File: src/hw/modem_seq_pkg.sv
// constants, register map and timing of the packet transmit and retry sequencer
package modem_seq_pkg;

    // clock and times in their own units
    localparam int CLK_NS = 40;
    localparam int AIR_BASE_NS = 7084000;
    localparam int AIR_BYTE_NS = 154000;
    localparam int ACK_DIRECT_NS = 5000000;
    localparam int ACK_REP_NS = 17200000;
    localparam int SENSE_NS = 3000000;
    localparam int BO1_NS = 3000000;
    localparam int BO2_NS = 6000000;
    localparam int BO3_NS = 10000000;

    // cycle counts, rounded up to whole cycles
    localparam int AIR_BASE_CYC_DEF = (AIR_BASE_NS + CLK_NS - 1) / CLK_NS;
    localparam int AIR_BYTE_CYC_DEF = (AIR_BYTE_NS + CLK_NS - 1) / CLK_NS;
    localparam int ACK_DIRECT_CYC_DEF = (ACK_DIRECT_NS + CLK_NS - 1) / CLK_NS;
    localparam int ACK_REP_CYC_DEF = (ACK_REP_NS + CLK_NS - 1) / CLK_NS;
    localparam int SENSE_CYC_DEF = (SENSE_NS + CLK_NS - 1) / CLK_NS;
    localparam int BO1_CYC_DEF = (BO1_NS + CLK_NS - 1) / CLK_NS;
    localparam int BO2_CYC_DEF = (BO2_NS + CLK_NS - 1) / CLK_NS;
    localparam int BO3_CYC_DEF = (BO3_NS + CLK_NS - 1) / CLK_NS;
    localparam int TMR_W = 21;

    // register byte offsets
    localparam logic [7:0] OFS_MODE = 8'h00;
    localparam logic [7:0] OFS_EXT_OPT = 8'h04;
    localparam logic [7:0] OFS_RETRY = 8'h08;
    localparam logic [7:0] OFS_GAP = 8'h0C;
    localparam logic [7:0] OFS_CMD = 8'h10;
    localparam logic [7:0] OFS_HOST_DATA = 8'h14;
    localparam logic [7:0] OFS_STATUS = 8'h18;
    localparam logic [7:0] OFS_SERIAL = 8'h1C;

    // fields
    localparam int EXT_RX_BIT = 3;
    localparam int CMD_REP_BIT = 8;
    localparam int CMD_GO_BIT = 9;
    localparam int ST_OK_BIT = 13;
    localparam int ST_FAIL_BIT = 14;
    localparam int ST_ERR_BIT = 15;

    // reset values
    localparam logic [2:0] MODE_RST = 3'h3;
    localparam logic [7:0] EXT_OPT_RST = 8'h00;
    localparam logic [7:0] RETRY_RST = 8'h03;
    localparam logic [7:0] GAP_RST = 8'h00;
    localparam logic [15:0] SERIAL_RST = 16'h0000;
    localparam logic [15:0] LFSR_SEED = 16'hACE1;

    // operating modes and codes
    localparam logic [2:0] MODE_ADDRESSED = 3'h3;
    localparam logic [2:0] MODE_REPEATER = 3'h4;
    localparam logic [2:0] MODE_HEADLESS = 3'h5;
    localparam logic [7:0] CMD_HEADER = 8'h40;
    localparam logic [2:0] RPL_ACCEPTED = 3'h1;
    localparam logic [2:0] RPL_SUCCESS = 3'h2;
    localparam logic [2:0] RPL_FAILURE = 3'h3;
    localparam logic [2:0] RPL_CMD_ERROR = 3'h4;
    localparam logic [1:0] KIND_MSG = 2'h0;
    localparam logic [1:0] KIND_ACK = 2'h1;
    localparam logic [1:0] KIND_NAK = 2'h2;

endpackage

File: src/hw/packet_tx_retry_sequencer.sv
// packet transmit sequencer: sensing, back-off, retries, extended receive
//
// Local design decisions: the AHB-Lite slave port and the placing of the registers.
`timescale 1ns/1ps
module packet_tx_retry_sequencer
    import modem_seq_pkg::*;
#(
    parameter int AIR_BASE_CYC = AIR_BASE_CYC_DEF,
    parameter int AIR_BYTE_CYC = AIR_BYTE_CYC_DEF,
    parameter int ACK_DIRECT_CYC = ACK_DIRECT_CYC_DEF,
    parameter int ACK_REP_CYC = ACK_REP_CYC_DEF,
    parameter int SENSE_CYC = SENSE_CYC_DEF,
    parameter int BO1_CYC = BO1_CYC_DEF,
    parameter int BO2_CYC = BO2_CYC_DEF,
    parameter int BO3_CYC = BO3_CYC_DEF
) (
    input wire logic clk_sys_i,
    input wire logic rstn_i,
    // ahb-lite slave
    input wire logic hsel_i,
    input wire logic [31:0] haddr_i,
    input wire logic [1:0] htrans_i,
    input wire logic hwrite_i,
    input wire logic [2:0] hsize_i,
    input wire logic [31:0] hwdata_i,
    input wire logic hready_i,
    output logic [31:0] hrdata_o,
    output logic hreadyout_o,
    output logic hresp_o,
    // radio side, asynchronous
    input wire logic carrier_i,
    input wire logic rx_valid_i,
    input wire logic [7:0] rx_seq_i,
    input wire logic [7:0] rx_len_i,
    input wire logic rx_relay_i,
    input wire logic ack_pre_i,
    output logic tx_en_o,
    output logic [1:0] tx_kind_o,
    output logic [7:0] tx_len_o,
    output logic tx_rep_o,
    // host side events
    output logic reply_valid_o,
    output logic [2:0] reply_code_o,
    output logic fwd_valid_o,
    output logic [7:0] fwd_seq_o
);
    typedef enum logic [2:0] {
        ST_IDLE,
        ST_SENSE,
        ST_BACKOFF,
        ST_TX,
        ST_ACKWAIT,
        ST_ANSWER
    } state_t;

    localparam int SYNC_W = 20;

    function automatic logic hit(input logic [7:0] a, input logic [7:0] ofs);
        hit = (a == ofs);
    endfunction

    function automatic logic [TMR_W-1:0] backoff_cyc(input logic [1:0] pick);
        case (pick)
            2'h0: backoff_cyc = {{(TMR_W-1){1'b0}}, 1'b1};
            2'h1: backoff_cyc = TMR_W'(BO1_CYC);
            2'h2: backoff_cyc = TMR_W'(BO2_CYC);
            default: backoff_cyc = TMR_W'(BO3_CYC);
        endcase
    endfunction

    // registers
    logic [2:0] mode_q;
    logic [7:0] ext_opt_q;
    logic [7:0] retry_cfg_q;
    logic [7:0] gap_q;
    logic [15:0] serial_q;
    logic ok_q;
    logic fail_q;
    logic err_q;

    // bus
    logic [7:0] addr_q;
    logic wr_pend_q;
    logic [31:0] rdata_q;
    logic addr_ph;

    // radio synchroniser
    logic [SYNC_W-1:0] s1_q;
    logic [SYNC_W-1:0] s2_q;
    logic rxv_prev_q;
    logic ack_prev_q;
    logic carrier_s;
    logic rx_evt;
    logic ack_evt;
    logic [7:0] rx_seq_s;
    logic [7:0] rx_len_s;
    logic rx_relay_s;

    // sequencer
    state_t st_q;
    state_t st_d;
    logic [7:0] retry_q;
    logic [7:0] len_q;
    logic rep_q;
    logic relay_q;
    logic ret_sense_q;
    logic [1:0] kind_q;
    logic [7:0] last_seq_q;
    logic have_seq_q;
    logic tmr_load;
    logic [TMR_W-1:0] tmr_val;
    logic tmr_done;
    logic [1:0] pick;
    logic [TMR_W-1:0] air_cyc;

    // decoded events
    logic wr_cmd;
    logic wr_data;
    logic go_req;
    logic go_ok;
    logic data_err;
    logic ext_ok;
    logic rx_dup;
    logic take_rx;
    logic ev_ok;
    logic ev_fail;
    logic ev_fwd;
    logic start_relay;
    logic [2:0] ans_kind_sel;

    seq_timer #(
        .W(TMR_W)
    ) u_timer (
        .clk_i(clk_sys_i),
        .rstn_i(rstn_i),
        .load_i(tmr_load),
        .value_i(tmr_val),
        .done_o(tmr_done)
    );

    seq_lfsr u_lfsr (
        .clk_i(clk_sys_i),
        .rstn_i(rstn_i),
        .pick_o(pick)
    );

    // two flops before any logic reads the radio pins
    always_ff @(posedge clk_sys_i or negedge rstn_i) begin
        if (!rstn_i) begin
            s1_q <= '0;
            s2_q <= '0;
            rxv_prev_q <= 1'b0;
            ack_prev_q <= 1'b0;
        end else begin
            s1_q <= {carrier_i, rx_valid_i, ack_pre_i, rx_relay_i, rx_seq_i, rx_len_i};
            s2_q <= s1_q;
            rxv_prev_q <= s2_q[18];
            ack_prev_q <= s2_q[17];
        end
    end

    // data is sampled with its strobe; the radio holds it while the strobe is high
    assign carrier_s = s2_q[19];
    assign rx_evt = s2_q[18] && !rxv_prev_q;
    assign ack_evt = s2_q[17] && !ack_prev_q;
    assign rx_relay_s = s2_q[16];
    assign rx_seq_s = s2_q[15:8];
    assign rx_len_s = s2_q[7:0];

    // zero wait state slave: read data is registered in the address phase
    assign addr_ph = hsel_i && htrans_i[1] && hready_i;
    always_ff @(posedge clk_sys_i or negedge rstn_i) begin
        if (!rstn_i) begin
            addr_q <= 8'h00;
            wr_pend_q <= 1'b0;
        end else begin
            addr_q <= haddr_i[7:0];
            wr_pend_q <= addr_ph && hwrite_i;
        end
    end

    // unmapped offsets read as zero
    always_ff @(posedge clk_sys_i or negedge rstn_i) begin
        if (!rstn_i) begin
            rdata_q <= 32'h00000000;
        end else if (addr_ph && !hwrite_i) begin
            rdata_q <= 32'h00000000;
            if (hit(haddr_i[7:0], OFS_MODE)) begin
                rdata_q[2:0] <= mode_q;
            end
            if (hit(haddr_i[7:0], OFS_EXT_OPT)) begin
                rdata_q[7:0] <= ext_opt_q;
            end
            if (hit(haddr_i[7:0], OFS_RETRY)) begin
                rdata_q[7:0] <= retry_cfg_q;
            end
            if (hit(haddr_i[7:0], OFS_GAP)) begin
                rdata_q[7:0] <= gap_q;
            end
            if (hit(haddr_i[7:0], OFS_CMD)) begin
                rdata_q[8:0] <= {rep_q, len_q};
            end
            if (hit(haddr_i[7:0], OFS_STATUS)) begin
                rdata_q[23:0] <= {last_seq_q, err_q, fail_q, ok_q,
                                  (st_q != ST_IDLE), retry_q, 1'b0, st_q};
            end
            if (hit(haddr_i[7:0], OFS_SERIAL)) begin
                rdata_q[15:0] <= serial_q;
            end
        end
    end

    assign hrdata_o = rdata_q;
    assign hreadyout_o = 1'b1;
    assign hresp_o = 1'b0;

    // write decode
    assign wr_cmd = wr_pend_q && hit(addr_q, OFS_CMD);
    assign wr_data = wr_pend_q && hit(addr_q, OFS_HOST_DATA);
    assign go_req = wr_cmd && hwdata_i[CMD_GO_BIT];
    assign go_ok = go_req && (st_q == ST_IDLE) && (hwdata_i[7:0] != 8'h00) &&
                   (mode_q == MODE_ADDRESSED || mode_q == MODE_HEADLESS);
    // header byte inside data is a command error unless a gap is set
    assign data_err = wr_data && (hwdata_i[7:0] == CMD_HEADER) && (gap_q == 8'h00);

    // configuration registers
    always_ff @(posedge clk_sys_i or negedge rstn_i) begin
        if (!rstn_i) begin
            mode_q <= MODE_RST;
            ext_opt_q <= EXT_OPT_RST;
            retry_cfg_q <= RETRY_RST;
            gap_q <= GAP_RST;
            serial_q <= SERIAL_RST;
        end else if (wr_pend_q) begin
            if (hit(addr_q, OFS_MODE)) begin
                mode_q <= hwdata_i[2:0];
            end
            if (hit(addr_q, OFS_EXT_OPT)) begin
                ext_opt_q <= hwdata_i[7:0];
            end
            if (hit(addr_q, OFS_RETRY)) begin
                retry_cfg_q <= hwdata_i[7:0];
            end
            if (hit(addr_q, OFS_GAP)) begin
                gap_q <= hwdata_i[7:0];
            end
            // link framing is held for the serial port; it runs 300..115200 bps
            if (hit(addr_q, OFS_SERIAL)) begin
                serial_q <= hwdata_i[15:0];
            end
        end
    end

    // sticky status: a new event wins over a write-one clear in the same cycle
    always_ff @(posedge clk_sys_i or negedge rstn_i) begin
        if (!rstn_i) begin
            ok_q <= 1'b0;
            fail_q <= 1'b0;
            err_q <= 1'b0;
        end else begin
            if (ev_ok) begin
                ok_q <= 1'b1;
            end else if (wr_pend_q && hit(addr_q, OFS_STATUS) && hwdata_i[ST_OK_BIT]) begin
                ok_q <= 1'b0;
            end
            if (ev_fail) begin
                fail_q <= 1'b1;
            end else if (wr_pend_q && hit(addr_q, OFS_STATUS) && hwdata_i[ST_FAIL_BIT]) begin
                fail_q <= 1'b0;
            end
            if (data_err || (go_req && !go_ok)) begin
                err_q <= 1'b1;
            end else if (wr_pend_q && hit(addr_q, OFS_STATUS) && hwdata_i[ST_ERR_BIT]) begin
                err_q <= 1'b0;
            end
        end
    end

    // air time of the pending packet
    assign air_cyc = TMR_W'(AIR_BASE_CYC) + TMR_W'(len_q) * TMR_W'(AIR_BYTE_CYC);

    // extended receive needs the option bit and one of the two packet modes
    assign ext_ok = ext_opt_q[EXT_RX_BIT] &&
                    (mode_q == MODE_ADDRESSED || mode_q == MODE_HEADLESS);
    assign rx_dup = have_seq_q && (rx_seq_s == last_seq_q);
    assign start_relay = rx_evt && rx_relay_s && (mode_q == MODE_REPEATER);

    // sequencer next state
    always_comb begin
        st_d = st_q;
        tmr_load = 1'b0;
        tmr_val = '0;
        take_rx = 1'b0;
        ev_ok = 1'b0;
        ev_fail = 1'b0;
        ans_kind_sel = 3'h0;
        case (st_q)
            ST_IDLE: begin
                if (go_ok || start_relay) begin
                    st_d = ST_SENSE;
                    tmr_load = 1'b1;
                    tmr_val = TMR_W'(SENSE_CYC);
                end else if (rx_evt) begin
                    st_d = ST_ANSWER;
                    take_rx = 1'b1;
                    ans_kind_sel = 3'h1;
                    tmr_load = 1'b1;
                    tmr_val = TMR_W'(AIR_BASE_CYC);
                end
            end
            ST_SENSE: begin
                if (rx_evt && ext_ok) begin
                    st_d = ST_ANSWER;
                    take_rx = 1'b1;
                    ans_kind_sel = 3'h5;
                    tmr_load = 1'b1;
                    tmr_val = TMR_W'(AIR_BASE_CYC);
                end else if (carrier_s) begin
                    // a packet without extended receive is just carrier: the sequencer backs off, then senses again
                    st_d = ST_BACKOFF;
                    tmr_load = 1'b1;
                    tmr_val = backoff_cyc(pick);
                end else if (tmr_done) begin
                    st_d = ST_TX;
                    tmr_load = 1'b1;
                    tmr_val = air_cyc;
                end
            end
            ST_BACKOFF: begin
                if (tmr_done) begin
                    st_d = ST_SENSE;
                    tmr_load = 1'b1;
                    tmr_val = TMR_W'(SENSE_CYC);
                end
            end
            ST_TX: begin
                if (tmr_done) begin
                    st_d = ST_ACKWAIT;
                    tmr_load = 1'b1;
                    tmr_val = rep_q ? air_cyc + TMR_W'(ACK_REP_CYC)
                                    : TMR_W'(ACK_DIRECT_CYC);
                end
            end
            ST_ACKWAIT: begin
                if (ack_evt) begin
                    if (relay_q) begin
                        st_d = ST_ANSWER;
                        ans_kind_sel = 3'h1;
                        tmr_load = 1'b1;
                        tmr_val = TMR_W'(AIR_BASE_CYC);
                    end else begin
                        st_d = ST_IDLE;
                        ev_ok = 1'b1;
                    end
                end else if (tmr_done) begin
                    if (retry_q != 8'h00) begin
                        st_d = ST_BACKOFF;
                        tmr_load = 1'b1;
                        tmr_val = backoff_cyc(pick);
                    end else if (relay_q) begin
                        st_d = ST_ANSWER;
                        ans_kind_sel = 3'h2;
                        tmr_load = 1'b1;
                        tmr_val = TMR_W'(AIR_BASE_CYC);
                    end else begin
                        st_d = ST_IDLE;
                        ev_fail = 1'b1;
                    end
                end
            end
            ST_ANSWER: begin
                if (tmr_done) begin
                    st_d = ret_sense_q ? ST_SENSE : ST_IDLE;
                    tmr_load = ret_sense_q;
                    tmr_val = TMR_W'(SENSE_CYC);
                end
            end
            default: begin
                st_d = ST_IDLE;
            end
        endcase
    end

    assign ev_fwd = take_rx && !rx_dup && !rx_relay_s;

    // state register
    always_ff @(posedge clk_sys_i or negedge rstn_i) begin
        if (!rstn_i) begin
            st_q <= ST_IDLE;
        end else begin
            st_q <= st_d;
        end
    end

    // pending packet, retry counter and answer kind
    always_ff @(posedge clk_sys_i or negedge rstn_i) begin
        if (!rstn_i) begin
            retry_q <= 8'h00;
            len_q <= 8'h00;
            rep_q <= 1'b0;
            relay_q <= 1'b0;
            ret_sense_q <= 1'b0;
            kind_q <= KIND_MSG;
        end else begin
            if (st_q == ST_IDLE && go_ok) begin
                retry_q <= retry_cfg_q;
                len_q <= hwdata_i[7:0];
                rep_q <= hwdata_i[CMD_REP_BIT];
                relay_q <= 1'b0;
            end else if (st_q == ST_IDLE && start_relay) begin
                retry_q <= retry_cfg_q;
                len_q <= rx_len_s;
                rep_q <= 1'b0;
                relay_q <= 1'b1;
            end else if (st_q == ST_ACKWAIT && st_d == ST_BACKOFF) begin
                retry_q <= retry_q - 8'h01;
            end
            if (ans_kind_sel != 3'h0) begin
                ret_sense_q <= ans_kind_sel[2];
                kind_q <= ans_kind_sel[1] ? KIND_NAK : KIND_ACK;
            end
            if (st_d == ST_SENSE || st_d == ST_IDLE) begin
                kind_q <= KIND_MSG;
            end
        end
    end

    // duplicate filter remembers the last delivered packet
    always_ff @(posedge clk_sys_i or negedge rstn_i) begin
        if (!rstn_i) begin
            last_seq_q <= 8'h00;
            have_seq_q <= 1'b0;
        end else if (ev_fwd) begin
            last_seq_q <= rx_seq_s;
            have_seq_q <= 1'b1;
        end
    end

    // radio outputs: on during packet and answer transmission
    always_ff @(posedge clk_sys_i or negedge rstn_i) begin
        if (!rstn_i) begin
            tx_en_o <= 1'b0;
            tx_kind_o <= KIND_MSG;
            tx_len_o <= 8'h00;
            tx_rep_o <= 1'b0;
        end else begin
            tx_en_o <= (st_d == ST_TX) || (st_d == ST_ANSWER);
            tx_kind_o <= (st_d == ST_ANSWER) ? ((ans_kind_sel != 3'h0) ?
                         (ans_kind_sel[1] ? KIND_NAK : KIND_ACK) : kind_q) : KIND_MSG;
            tx_len_o <= len_q;
            tx_rep_o <= rep_q;
        end
    end

    // host replies: accepted first, forwarded messages, then success or failure
    always_ff @(posedge clk_sys_i or negedge rstn_i) begin
        if (!rstn_i) begin
            reply_valid_o <= 1'b0;
            reply_code_o <= 3'h0;
        end else begin
            reply_valid_o <= go_ok || ev_ok || ev_fail || data_err || (go_req && !go_ok);
            if (ev_ok) begin
                reply_code_o <= RPL_SUCCESS;
            end else if (ev_fail) begin
                reply_code_o <= RPL_FAILURE;
            end else if (go_ok) begin
                reply_code_o <= RPL_ACCEPTED;
            end else if (data_err || go_req) begin
                reply_code_o <= RPL_CMD_ERROR;
            end
        end
    end

    // forwarded packet notice; inside a command it lands between the two replies
    always_ff @(posedge clk_sys_i or negedge rstn_i) begin
        if (!rstn_i) begin
            fwd_valid_o <= 1'b0;
            fwd_seq_o <= 8'h00;
        end else begin
            fwd_valid_o <= ev_fwd;
            if (ev_fwd) begin
                fwd_seq_o <= rx_seq_s;
            end
        end
    end

endmodule

File: src/hw/seq_timer.sv
// one-shot down counter giving a pulse a loaded number of cycles later
`timescale 1ns/1ps
module seq_timer #(
    parameter int W = 21
) (
    input wire logic clk_i,
    input wire logic rstn_i,
    input wire logic load_i,
    input wire logic [W-1:0] value_i,
    output logic done_o
);
    logic [W-1:0] cnt_q;

    // a zero load never fires, so callers load at least one
    always_ff @(posedge clk_i or negedge rstn_i) begin
        if (!rstn_i) begin
            cnt_q <= '0;
        end else if (load_i) begin
            cnt_q <= value_i;
        end else if (cnt_q != '0) begin
            cnt_q <= cnt_q - 1'b1;
        end
    end

    // decoded from the count, not registered: a registered pulse would stretch every phase by one
    assign done_o = (cnt_q == {{(W-1){1'b0}}, 1'b1});
endmodule

File: src/hw/seq_lfsr.sv
// free running pseudo random source for the back-off choice
`timescale 1ns/1ps
module seq_lfsr
    import modem_seq_pkg::*;
(
    input wire logic clk_i,
    input wire logic rstn_i,
    output logic [1:0] pick_o
);
    logic [15:0] lfsr_q;

    // maximal length taps; runs every cycle so the choice depends on timing
    always_ff @(posedge clk_i or negedge rstn_i) begin
        if (!rstn_i) begin
            lfsr_q <= LFSR_SEED;
        end else begin
            lfsr_q <= {lfsr_q[14:0], lfsr_q[15] ^ lfsr_q[13] ^ lfsr_q[12] ^ lfsr_q[10]};
        end
    end

    assign pick_o = lfsr_q[1:0];
endmodule

File: config.mk
export PLATFORM = sky130hd
export DESIGN_NAME = packet_tx_retry_sequencer
export DESIGN_NICKNAME = d
export VERILOG_FILES = /design/src/hw/modem_seq_pkg.sv /design/src/hw/packet_tx_retry_sequencer.sv /design/src/hw/seq_timer.sv /design/src/hw/seq_lfsr.sv
export SDC_FILE = /design/constraint.sdc
export NUM_CORES = 1
export LEC_CHECK = 0
export ABC_AREA = 1
export BUFFER_PORTS_ARGS = -buffer_cell sky130_fd_sc_hd__buf_2
export CAP_MARGIN = 25
export CORE_MARGIN = 8
export CORE_UTILIZATION = 40
export CTS_BUF_LIST = sky130_fd_sc_hd__clkbuf_4 sky130_fd_sc_hd__clkbuf_8
export CTS_CLUSTER_DIAMETER = 200
export CTS_CLUSTER_SIZE = 30
export DETAILED_ROUTE_END_ITERATION = 6
export SLEW_MARGIN = 20
export SYNTH_ARGS = -nofsm -noshare
export SYNTH_HDL_FRONTEND = slang
export SYNTH_SLANG_ARGS = --single-unit
File: constraint.sdc
create_clock -name clk_sys_i -period 6.75 [get_ports clk_sys_i]
set_input_delay 0 -clock clk_sys_i [delete_from_list [all_inputs] [get_ports clk_sys_i]]
set_output_delay 0 -clock clk_sys_i [all_outputs]
set_load 0.1 [all_outputs]
==> metrics list, run 1 <==
- Buffers added to address setup during post-CTS repair amount to 0.
- Of the total synthesized cell area, the portion taken by AND, OR, NAND and NOR gates is 0.243.
* Power density normalized to cell area: 161 nW/um^2
- The count of buffers added on input and output ports is 98.
- Share of power burned in the clock network: 0.257
- In the synthesized netlist the async set-or-reset flop fraction comes to 1.00.
* Mean instance size in the synthesized netlist: 8.22 sq um
- Synthesis Warnings: 0
* Worst hold path type: input pin to asynchronous set/reset pin
- For the final routed database, the setup TNS stands at 0 ns.
- Internal power comes to around 0.0015 W.
* WL final: 30800 um
- Sinks on the clock net: 208
* Core area: about 29000 sq um
- Of the total power, the share spent switching nets is 0.292.
- Along the worst path, the maximum fanout reaches 8.
- Crit Path Category: flop to flop
* Max-slew violations: 0
- Syn-to-layout area delta: 13.2%
- Count of H-tree levels built during CTS: 1
- Deepest clock path buffer count: 3
* Library cell with the largest summed area after synthesis: dfrtp_1
- The run finished, with violations left.
* Xor and xnor area share after synthesis: 0.0261
- In this run the static leakage power is ~6.6 nW.
- Area of the die: between 30000 and 40000 sq um
- Portion of the post-synthesis area used by sequential elements: 0.443
- The setup check on the worst reg-to-reg path leaves a slack of approximately 2.2 ns.
- Core Rows: 63
- The area fraction in compound gates after synthesis was 0.114.
- The synthesized netlist contains 61 unique library cells.
- The number of antenna violations at the first check in global routing is 0.
- The detailed router finished its first iteration with 708 violations.
- Clock transition at the registers of the reported paths: 0.18 ns
* Multiplexer share of the synthesized area: 0.00382
* Wirelength per Cell: 15.7 um
- Clock tree synthesis selected as its root buffer the cell clkbuf_8.
- Ys flop type: dfrtp_1
- The worst-case IR drop observed on VDD is about 220 uV.
- Vias/cell: 4.93
- Clock latency on the worst-skew pair, taken at its later pin, is between 0.5 and 0.6 ns.
* Comb power frac: 0.138
- The final layout contains roughly 1700 nets.
- Number of hold buffers added after CTS: 47
- The tool flagged a number of max-cap violations equal to 0.
- In the final layout, the share of cells above drive strength 1 is 0.130.
- Start of the worst register-to-register path: len_q[5]$_DFFE_PN0P_
- Net Switching: 0.000629 W
- In the routed design, unresolved DRC markers number 0.
- Data on the critical path arrives at its endpoint at 5.05 ns.
* Number of optimization iterations in the first detailed-route pass: 6
- In the global route stage, overall resource usage came out at 0.175.
* Aggregate global routing overflow: 0
- Of the total synthesized cell area, the portion taken by full adders, half adders and majority gates is 0.0864.
- Number of synthesized flops with an enable pin: 0
* Maximum number of pins on one net before global-route repair: 81
- Worst clock skew: 0.0422 ns
- Required time of the critical path: 7.23 ns
- Global-route wire length before repair: 50900 um
* Crit end category: flop
* Syn Std Cell Area: 11800 sq um
* Post-route ant nets: 0
- Critical register-to-register path endpoint: u_timer.cnt_q[19]$_DFFE_PN0P_
* Num CTS Buffers: 10
- The number of antenna diodes in the final layout is 0.
- Via total after detailed routing: 9696
- Peak clock frequency supported by timing: 0.219 GHz
* Register-to-Register Path Depth: 23
- The share of synthesized area in the top cell type comes to 0.416.
* Area contributors post-synth: dfrtp_1 (42%), nand2_1 (11%), inv_1 (6.5%), ha_1 (6.3%), nor2_1 (3.9%)
- Starting density of the core: 0.402
- The via count of the first global-routing pass came to 9738.
- Routability cong.: about 0.9
- I/O pin count: roughly 150
- Max_slew headroom: 0.379
- Die Y-Extent: 188 um
- Clock tree from TritonCTS: built
* Number of instances in the synthesized netlist: 1435
* Main combinational cell family by area after synthesis: simple AND/OR/NAND/NOR gates
* Seq pwr share: 0.605
- Summed over all nets, the half-perimeter wirelength after detailed placement is 23600 um.
* RSZ-0062 raised after global routing: false
- Width of the die: 188 um
* Slew at the pin closest to its max-slew limit: 0.931 ns
- Count of endpoints failing setup in the final report: 0
- Post-route clock period utilization: 0.677
- Violations in the final reports: hold timing
- Post-CTS repair changed the size of 0 cells.
- The worst setup path is launched from a flop.
* Synthesis-stage register bit count: approximately 210
- Total count of hold-check failures in the final report: 7
- Worst hold slack: -0.0155 ns
* Final critical delay including setup and external delays: ~4.6 ns
[power groups by stage]
stage               logic (W)  clock network [W]  registers (W)
floorplan           0.0000668                  0        0.00146
global placement     0.000278                  0        0.00133
detailed placement   0.000279                  0        0.00133
CTS                  0.000300           0.000579        0.00130
global route         0.000315           0.000614        0.00131
finish               0.000296           0.000554        0.00130
[final cells by class]
| type | instances | area (sq um) |
|---|---|---|
| Clock buffer | 15 | 188 |
| Fill cell | 2957 | 16000 |
| Inverter | 218 | 818 |
| Multi-Input combinational cell | 986 | 5620 |
| Sequential cell | 208 | 5220 |
| Tap cell | 390 | 488 |
| Timing Repair Buffer | 150 | 1020 |
[kinds of logic (layout without fill, tap and decap cells)]
| logic type | count (synthesis) | count (layout) |
|---|---|---|
| buffers and inverters | 249 | 383 |
| DFF | 208 | 208 |
| and+or+nand+nor | 642 | 642 |
| xor gates and xnor gates | 33 | 33 |
| muxes | 4 | 4 |
| adders and majority gates | 73 | 73 |
| other | 2 | 10 |
| AOI/OAI and AO/OA | 224 | 224 |
[Yosys cell counts, types with 17 or more instances]
cell / count
nand2_1: 336
nand2_2: 17
a21oi_1: 49
o21ai_0: 79
ha_1: 59
inv_1: 204
nor2_1: 124
nor3_1: 22
xor2_1: 19
dfrtp_1: 196
nand3_1: 72
[layout by cell type (no fill, tap or decap), types with 4 or more instances in the layout]
cell type,netlist,routed
nand4_1,15,15
a31oi_1,14,14
o21ai_1,10,10
nand3_2,8,8
ha_1,59,59
nand2_1,336,336
xor2_1,19,19
a21oi_1,49,49
inv_2,12,12
nand3_1,72,72
o31ai_1,10,10
o21ai_0,79,79
a41oi_1,5,5
dfrtp_1,196,196
o211ai_1,7,7
buf_4,10,4
nor2_1,124,123
nand2_4,4,4
nand2_2,17,17
fa_1,14,14
a221oi_1,4,4
xnor2_1,13,13
conb_1,2,10
nor2_2,13,14
inv_1,204,204
a21oi_2,4,4
buf_2,4,97
nor3_1,22,22
o22ai_1,13,13
clkbuf_8,0,12
nor3b_1,4,4
nor4_1,10,10
mux2_2,4,4
dfstp_2,12,12
dlygate4sd3_1,0,47
o221ai_1,9,9
o2111ai_1,5,5
[how the worst max path moves through the flow]
| stage | start | endpoint | slack (ns) |
|---|---|---|---|
| global route | len_q[2]$_DFFE_PN0P_ | u_timer.cnt_q[17]$_DFFE_PN0P_ | 1.71 |
| floorplan | len_q[5]$_DFFE_PN0P_ | u_timer.cnt_q[20]$_DFFE_PN0P_ | 2.61 |
| global placement | len_q[5]$_DFFE_PN0P_ | u_timer.cnt_q[20]$_DFFE_PN0P_ | 2.21 |
| CTS | len_q[2]$_DFFE_PN0P_ | u_timer.cnt_q[17]$_DFFE_PN0P_ | 2.16 |
| finish | len_q[5]$_DFFE_PN0P_ | u_timer.cnt_q[19]$_DFFE_PN0P_ | 2.18 |
| detailed placement | len_q[5]$_DFFE_PN0P_ | u_timer.cnt_q[19]$_DFFE_PN0P_ | 2.21 |
[registers in the layout (all words and copies together) (netlist names), 8 cells and up]
| name | cells |
|---|---|
| hrdata_o | 24 |
| u_timer.cnt_q | 21 |
| serial_q | 16 |
| s1_q | 20 |
| fwd_seq_o | 8 |
| u_lfsr.lfsr_q | 16 |
| ext_opt_q | 8 |
| s2_q | 20 |
| retry_q | 8 |
| tx_len_o | 8 |
| gap_q | 8 |
| len_q | 8 |
| addr_q | 8 |
| retry_cfg_q | 8 |
[critical path, cell delays in order (launching register included)]
cell     delay, ns
dfrtp_1       0.58
fa_1          0.62
inv_1         0.06
fa_1          0.50
inv_1         0.05
fa_1          0.47
ha_1          0.30
ha_1          0.35
inv_1         0.06
o21ai_0       0.26
a21oi_1       0.09
nand3_1       0.09
nand2_1       0.09
nand2_2       0.15
nand3_1       0.14
nand2_1       0.11
nand2_1       0.06
nand2_1       0.09
nand2_1       0.06
nor2_2        0.09
nand2_1       0.06
nand2_1       0.05
nand3_1       0.07
a21oi_1       0.12
[through the flow]
| step | area (sq um) | utilization | std cells | power (W) | setup slack (ns) |
|---|---|---|---|---|---|
| final | 13400 | 0.455 | 1967 | 0.00215 | 2.18 |
| after global routing | 13400 | 0.455 | 1967 | 0.00224 | 1.71 |
| after CTS | 13300 | 0.455 | 1966 | 0.00218 | 2.16 |
| after detailed placement | 12700 | 0.432 | 1904 | 0.00161 | 2.21 |
| after global placement | 12700 | 0.432 | 1904 | 0.00160 | 2.21 |
| after floorplan | 11800 | - | 1443 | 0.00152 | 2.61 |
[routing by layer]
metal / part of all wire / track usage / vias to the layer above
met4: 0.026 / 0.0461 / 0
li1: - / - / 4915
met3: 0.034 / 0.0193 / 44
met1: 0.47 / 0.239 / 4538
met5: 0 / 0 / -
met2: 0.47 / 0.293 / 199
Power figures use the tool's default switching activity.
==> inputs of run 2 (changes only) <==
==> constraint.sdc (replaced) <==
create_clock -name clk_sys_i -period 4.1 [get_ports clk_sys_i]
set_input_delay 0 -clock clk_sys_i [delete_from_list [all_inputs] [get_ports clk_sys_i]]
set_output_delay 0 -clock clk_sys_i [all_outputs]
set_load 0.1 [all_outputs]
==> run 2 against run 1 <==
  * The flow now finishes without violations
  * Sequential share of layout area down 2.3 points
  * Setup slack worse by 2.2 ns
  * Design area up 6.4%
  * Combinational power up 66%
  * Via count up 3.1%
  * Die area unchanged
  * Global-route usage up 0.36 points
  * Register-to-register slack worse by 2.2 ns
  * Clock-buffer cell count up 1
  * Routed wire length up 4.6%
  * Clock power up 69%
  * First-iteration DRC count down 16%
  * Largest cell class unchanged
==> metrics list, run 2 (same netlist as run 1, synthesis figures left out) <==
* Maximum number of pins on one net before global-route repair: 132 (+63%)
* Maximum vdd drop: 238 uV (+10%)
- Vias/cell: 4.96 (+0.53%)
- Post-route clock period utilization: 0.996 (+0.319)
- Width of the die: 188 um (unchanged)
- Routability cong.: 0.884 (-2.1%)
* Global-route wire length before repair: 51800 um (+1.8%)
- Highest layer used for signal routing: met4
- The setup path with the least slack is of type flop to flop.
* Clock tree from TritonCTS: built
* Wirelength per Cell: 16.0 um (+1.9%)
- Global-route total usage across every layer: 0.179 (+0.00363)
- The worst hold-check slack came to 0.0768 ns (+0.0924 ns).
* Post-route ant nets: 0 (unchanged)
- Clock transition at the registers of the reported paths: 0.20 ns (+0.02 ns)
- Cell seen most often among critical-path stages: fa_1
- Deepest clock path buffer count: 3 (unchanged)
- Required time of the critical path: 4.58 ns (-2.65 ns)
* Worst path arrival time: 4.57 ns (-0.48 ns)
- The total of max-cap violations was 0 (unchanged).
- Setup TNS: 0 ns (unchanged)
- The critical path goes through fa_1 -> inv_1 -> fa_1 -> inv_1 -> fa_1 -> ha_4 -> ha_4 -> nand2_4 -> nor2_4 -> nand3_2 -> nand4_1 -> nand2_4 -> a21oi_4 -> nand3_2 -> nand2_2 -> nand2_2 -> nor2_2 -> nand2_1 -> nand2_1 -> nand3_1 -> a21oi_1.
* Worst-skew pair later-pin latency: 0.54 ns (about the same)
- Via count of the first global-routing pass: 9749 (+0.11%)
* Number of optimization iterations in the first detailed-route pass: 5 (-1)
* Aggregate global routing overflow: 0 (unchanged)
* # DRC: 0 (unchanged)
- Met2 Routed Length: 15800 um (+8.4%)
* Fin nets: 1790 (+2.8%)
* HPWL Detailed: 24200 um (+2.2%)
* Leading cell types in the layout, fill and taps excluded: nand2_1 (303), inv_1 (199), dfrtp_1 (194)
- CP max stage cell: fa_1
* Maximum single-stage delay on the critical path: 0.56 ns (-0.06 ns)
- The transition time at the pin with the least slew margin is 0.815 ns (-0.116 ns).
* Max-slew violations: 0 (unchanged)
* Sinks on the clock net: 208 (unchanged)
* Commonest non-fill, non-tap cell in the layout: nand2_1
- The relative slew slack came to 0.442 (+0.0633).
- Final critical delay including setup and external delays: 4.09 ns (-0.486 ns)
* Antenna violations before repair: 0 (unchanged)
- Syn-to-layout area delta: 20.4%
- The number of input and output port buffers inserted is 98 (unchanged).
- The total clock buffers created by CTS came to 10 (unchanged).
* Core area: 29300 sq um (unchanged)
- The top achievable clock speed came to 0.245 GHz (+12%).
- The maximum level of the CTS H-tree came to 1 (unchanged).
- The number of I/O pins was 153 (unchanged).
* Iteration-0 DRC Markers: 596 (-16%)
- The tree is rooted in a clkbuf_8.
- Power density normalized to cell area: 252 nW/um^2 (+56%)
- Via total after detailed routing: 10000 (+3.1%)
- The sum of routed wire segments on met1 is 14700 um (+2.0%).
* Worst hold path type: input pin to flop
- In this design, the largest share of critical-path delay is due to adder cells.
- Proportion of layout cells with a drive suffix above 1: 0.202 (+0.0716)
- The amount of wire on met3 after detailed routing was 959 um (-7.7%).
- The number of placement rows came to 63 (unchanged).
* Total count of hold-check failures in the final report: 0 (-7)
- The flow ran to the end, and the final reports show no timing, DRC or antenna violations.
- Worst clock skew: 0.0268 ns (-0.0154 ns)
* RSZ-0062 raised after global routing: true
* Count of endpoints failing setup in the final report: 0 (unchanged)
- The largest fanout on the critical path is 4 (-4).
* CP Buf/Inv Count: 2 (-1)
* Crit start category: flop
- The worst setup path is captured at a flop.
- The die outline area came to 35200 sq um (unchanged).
- The flip-flop count of the largest register, all copies and words added was 24 (unchanged).
- The starting utilization of the core area is 0.402 (unchanged).
- The chip height came to 188 um (unchanged).
* Leak pwr: 6.90 nW (+4.4%)
* WL final: 32200 um (+4.6%)
-- run 2: layout make-up --
cell class | count | area [sq um]
antenna | 1 | 2.50
clock buffer | 16 | 195
fill | 2858 | 15100
inverter | 218 | 821
multi-input combinational | 986 | 6050
sequential | 208 | 5220
tap | 390 | 488
timing repair buffer | 199 | 1430
-- run 2: where the power goes --
part | switching (W) | internal, W
logic | 0.000392 | 0.000101
registers | 0.0000317 | 0.00212
clock network | 0.000631 | 0.000306
total | 0.00105 | 0.00252
-- run 2: layer usage --
layer / up-vias / global-route usage
li1: 5013 / -
met1: 4758 / 0.239
met2: 183 / 0.306
met3: 46 / 0.0195
met4: 0 / 0.0427
met5: - / 0
-- run 2: worst paths after layout --
path                       cells past startpoint                            end                       start  slack [ns]
setup / recovery                              21  u_timer.cnt_q[19]$_DFFE_PN0P_        len_q[6]$_DFFE_PN0P_        0.01
min in group asynchronous                      3   u_timer.cnt_q[1]$_DFFE_PN0P_                      rstn_i        0.52
hold reg to reg                                0     u_lfsr.lfsr_q[6]$_DFF_PN1_  u_lfsr.lfsr_q[5]$_DFF_PN1_        0.37
hold / removal                                 2              s1_q[6]$_DFF_PN0_                 rx_len_i[6]        0.08
max in group asynchronous                      4  u_timer.cnt_q[20]$_DFFE_PN0P_                      rstn_i        2.12
setup reg to reg                              21  u_timer.cnt_q[19]$_DFFE_PN0P_        len_q[6]$_DFFE_PN0P_        0.01
-- run 2: metrics by stage --
stage / power [W] / instances / setup slack (ns) / util / cell area [sq um]
2_1_floorplan: 0.00251 / 1443 / 0.0199 / - / 11800
3_3_place_gp: 0.00264 / 1941 / -0.0419 / 0.443 / 13000
3_5_place_dp: 0.00265 / 1941 / -0.151 / 0.443 / 13000
4_1_cts: 0.00362 / 2007 / -0.0120 / 0.468 / 13700
5_1_grt: 0.00371 / 2017 / -0.146 / 0.484 / 14200
6_report: 0.00358 / 2018 / 0.0146 / 0.484 / 14200
-- run 2: what timing repair did --
action,CTS,global route
hold buffers,50,0
endpoints found under the setup margin,5,9
resized for setup,13,95
endpoints found under the hold margin,170,0
pin swaps,5,51
setup buffers,0,9
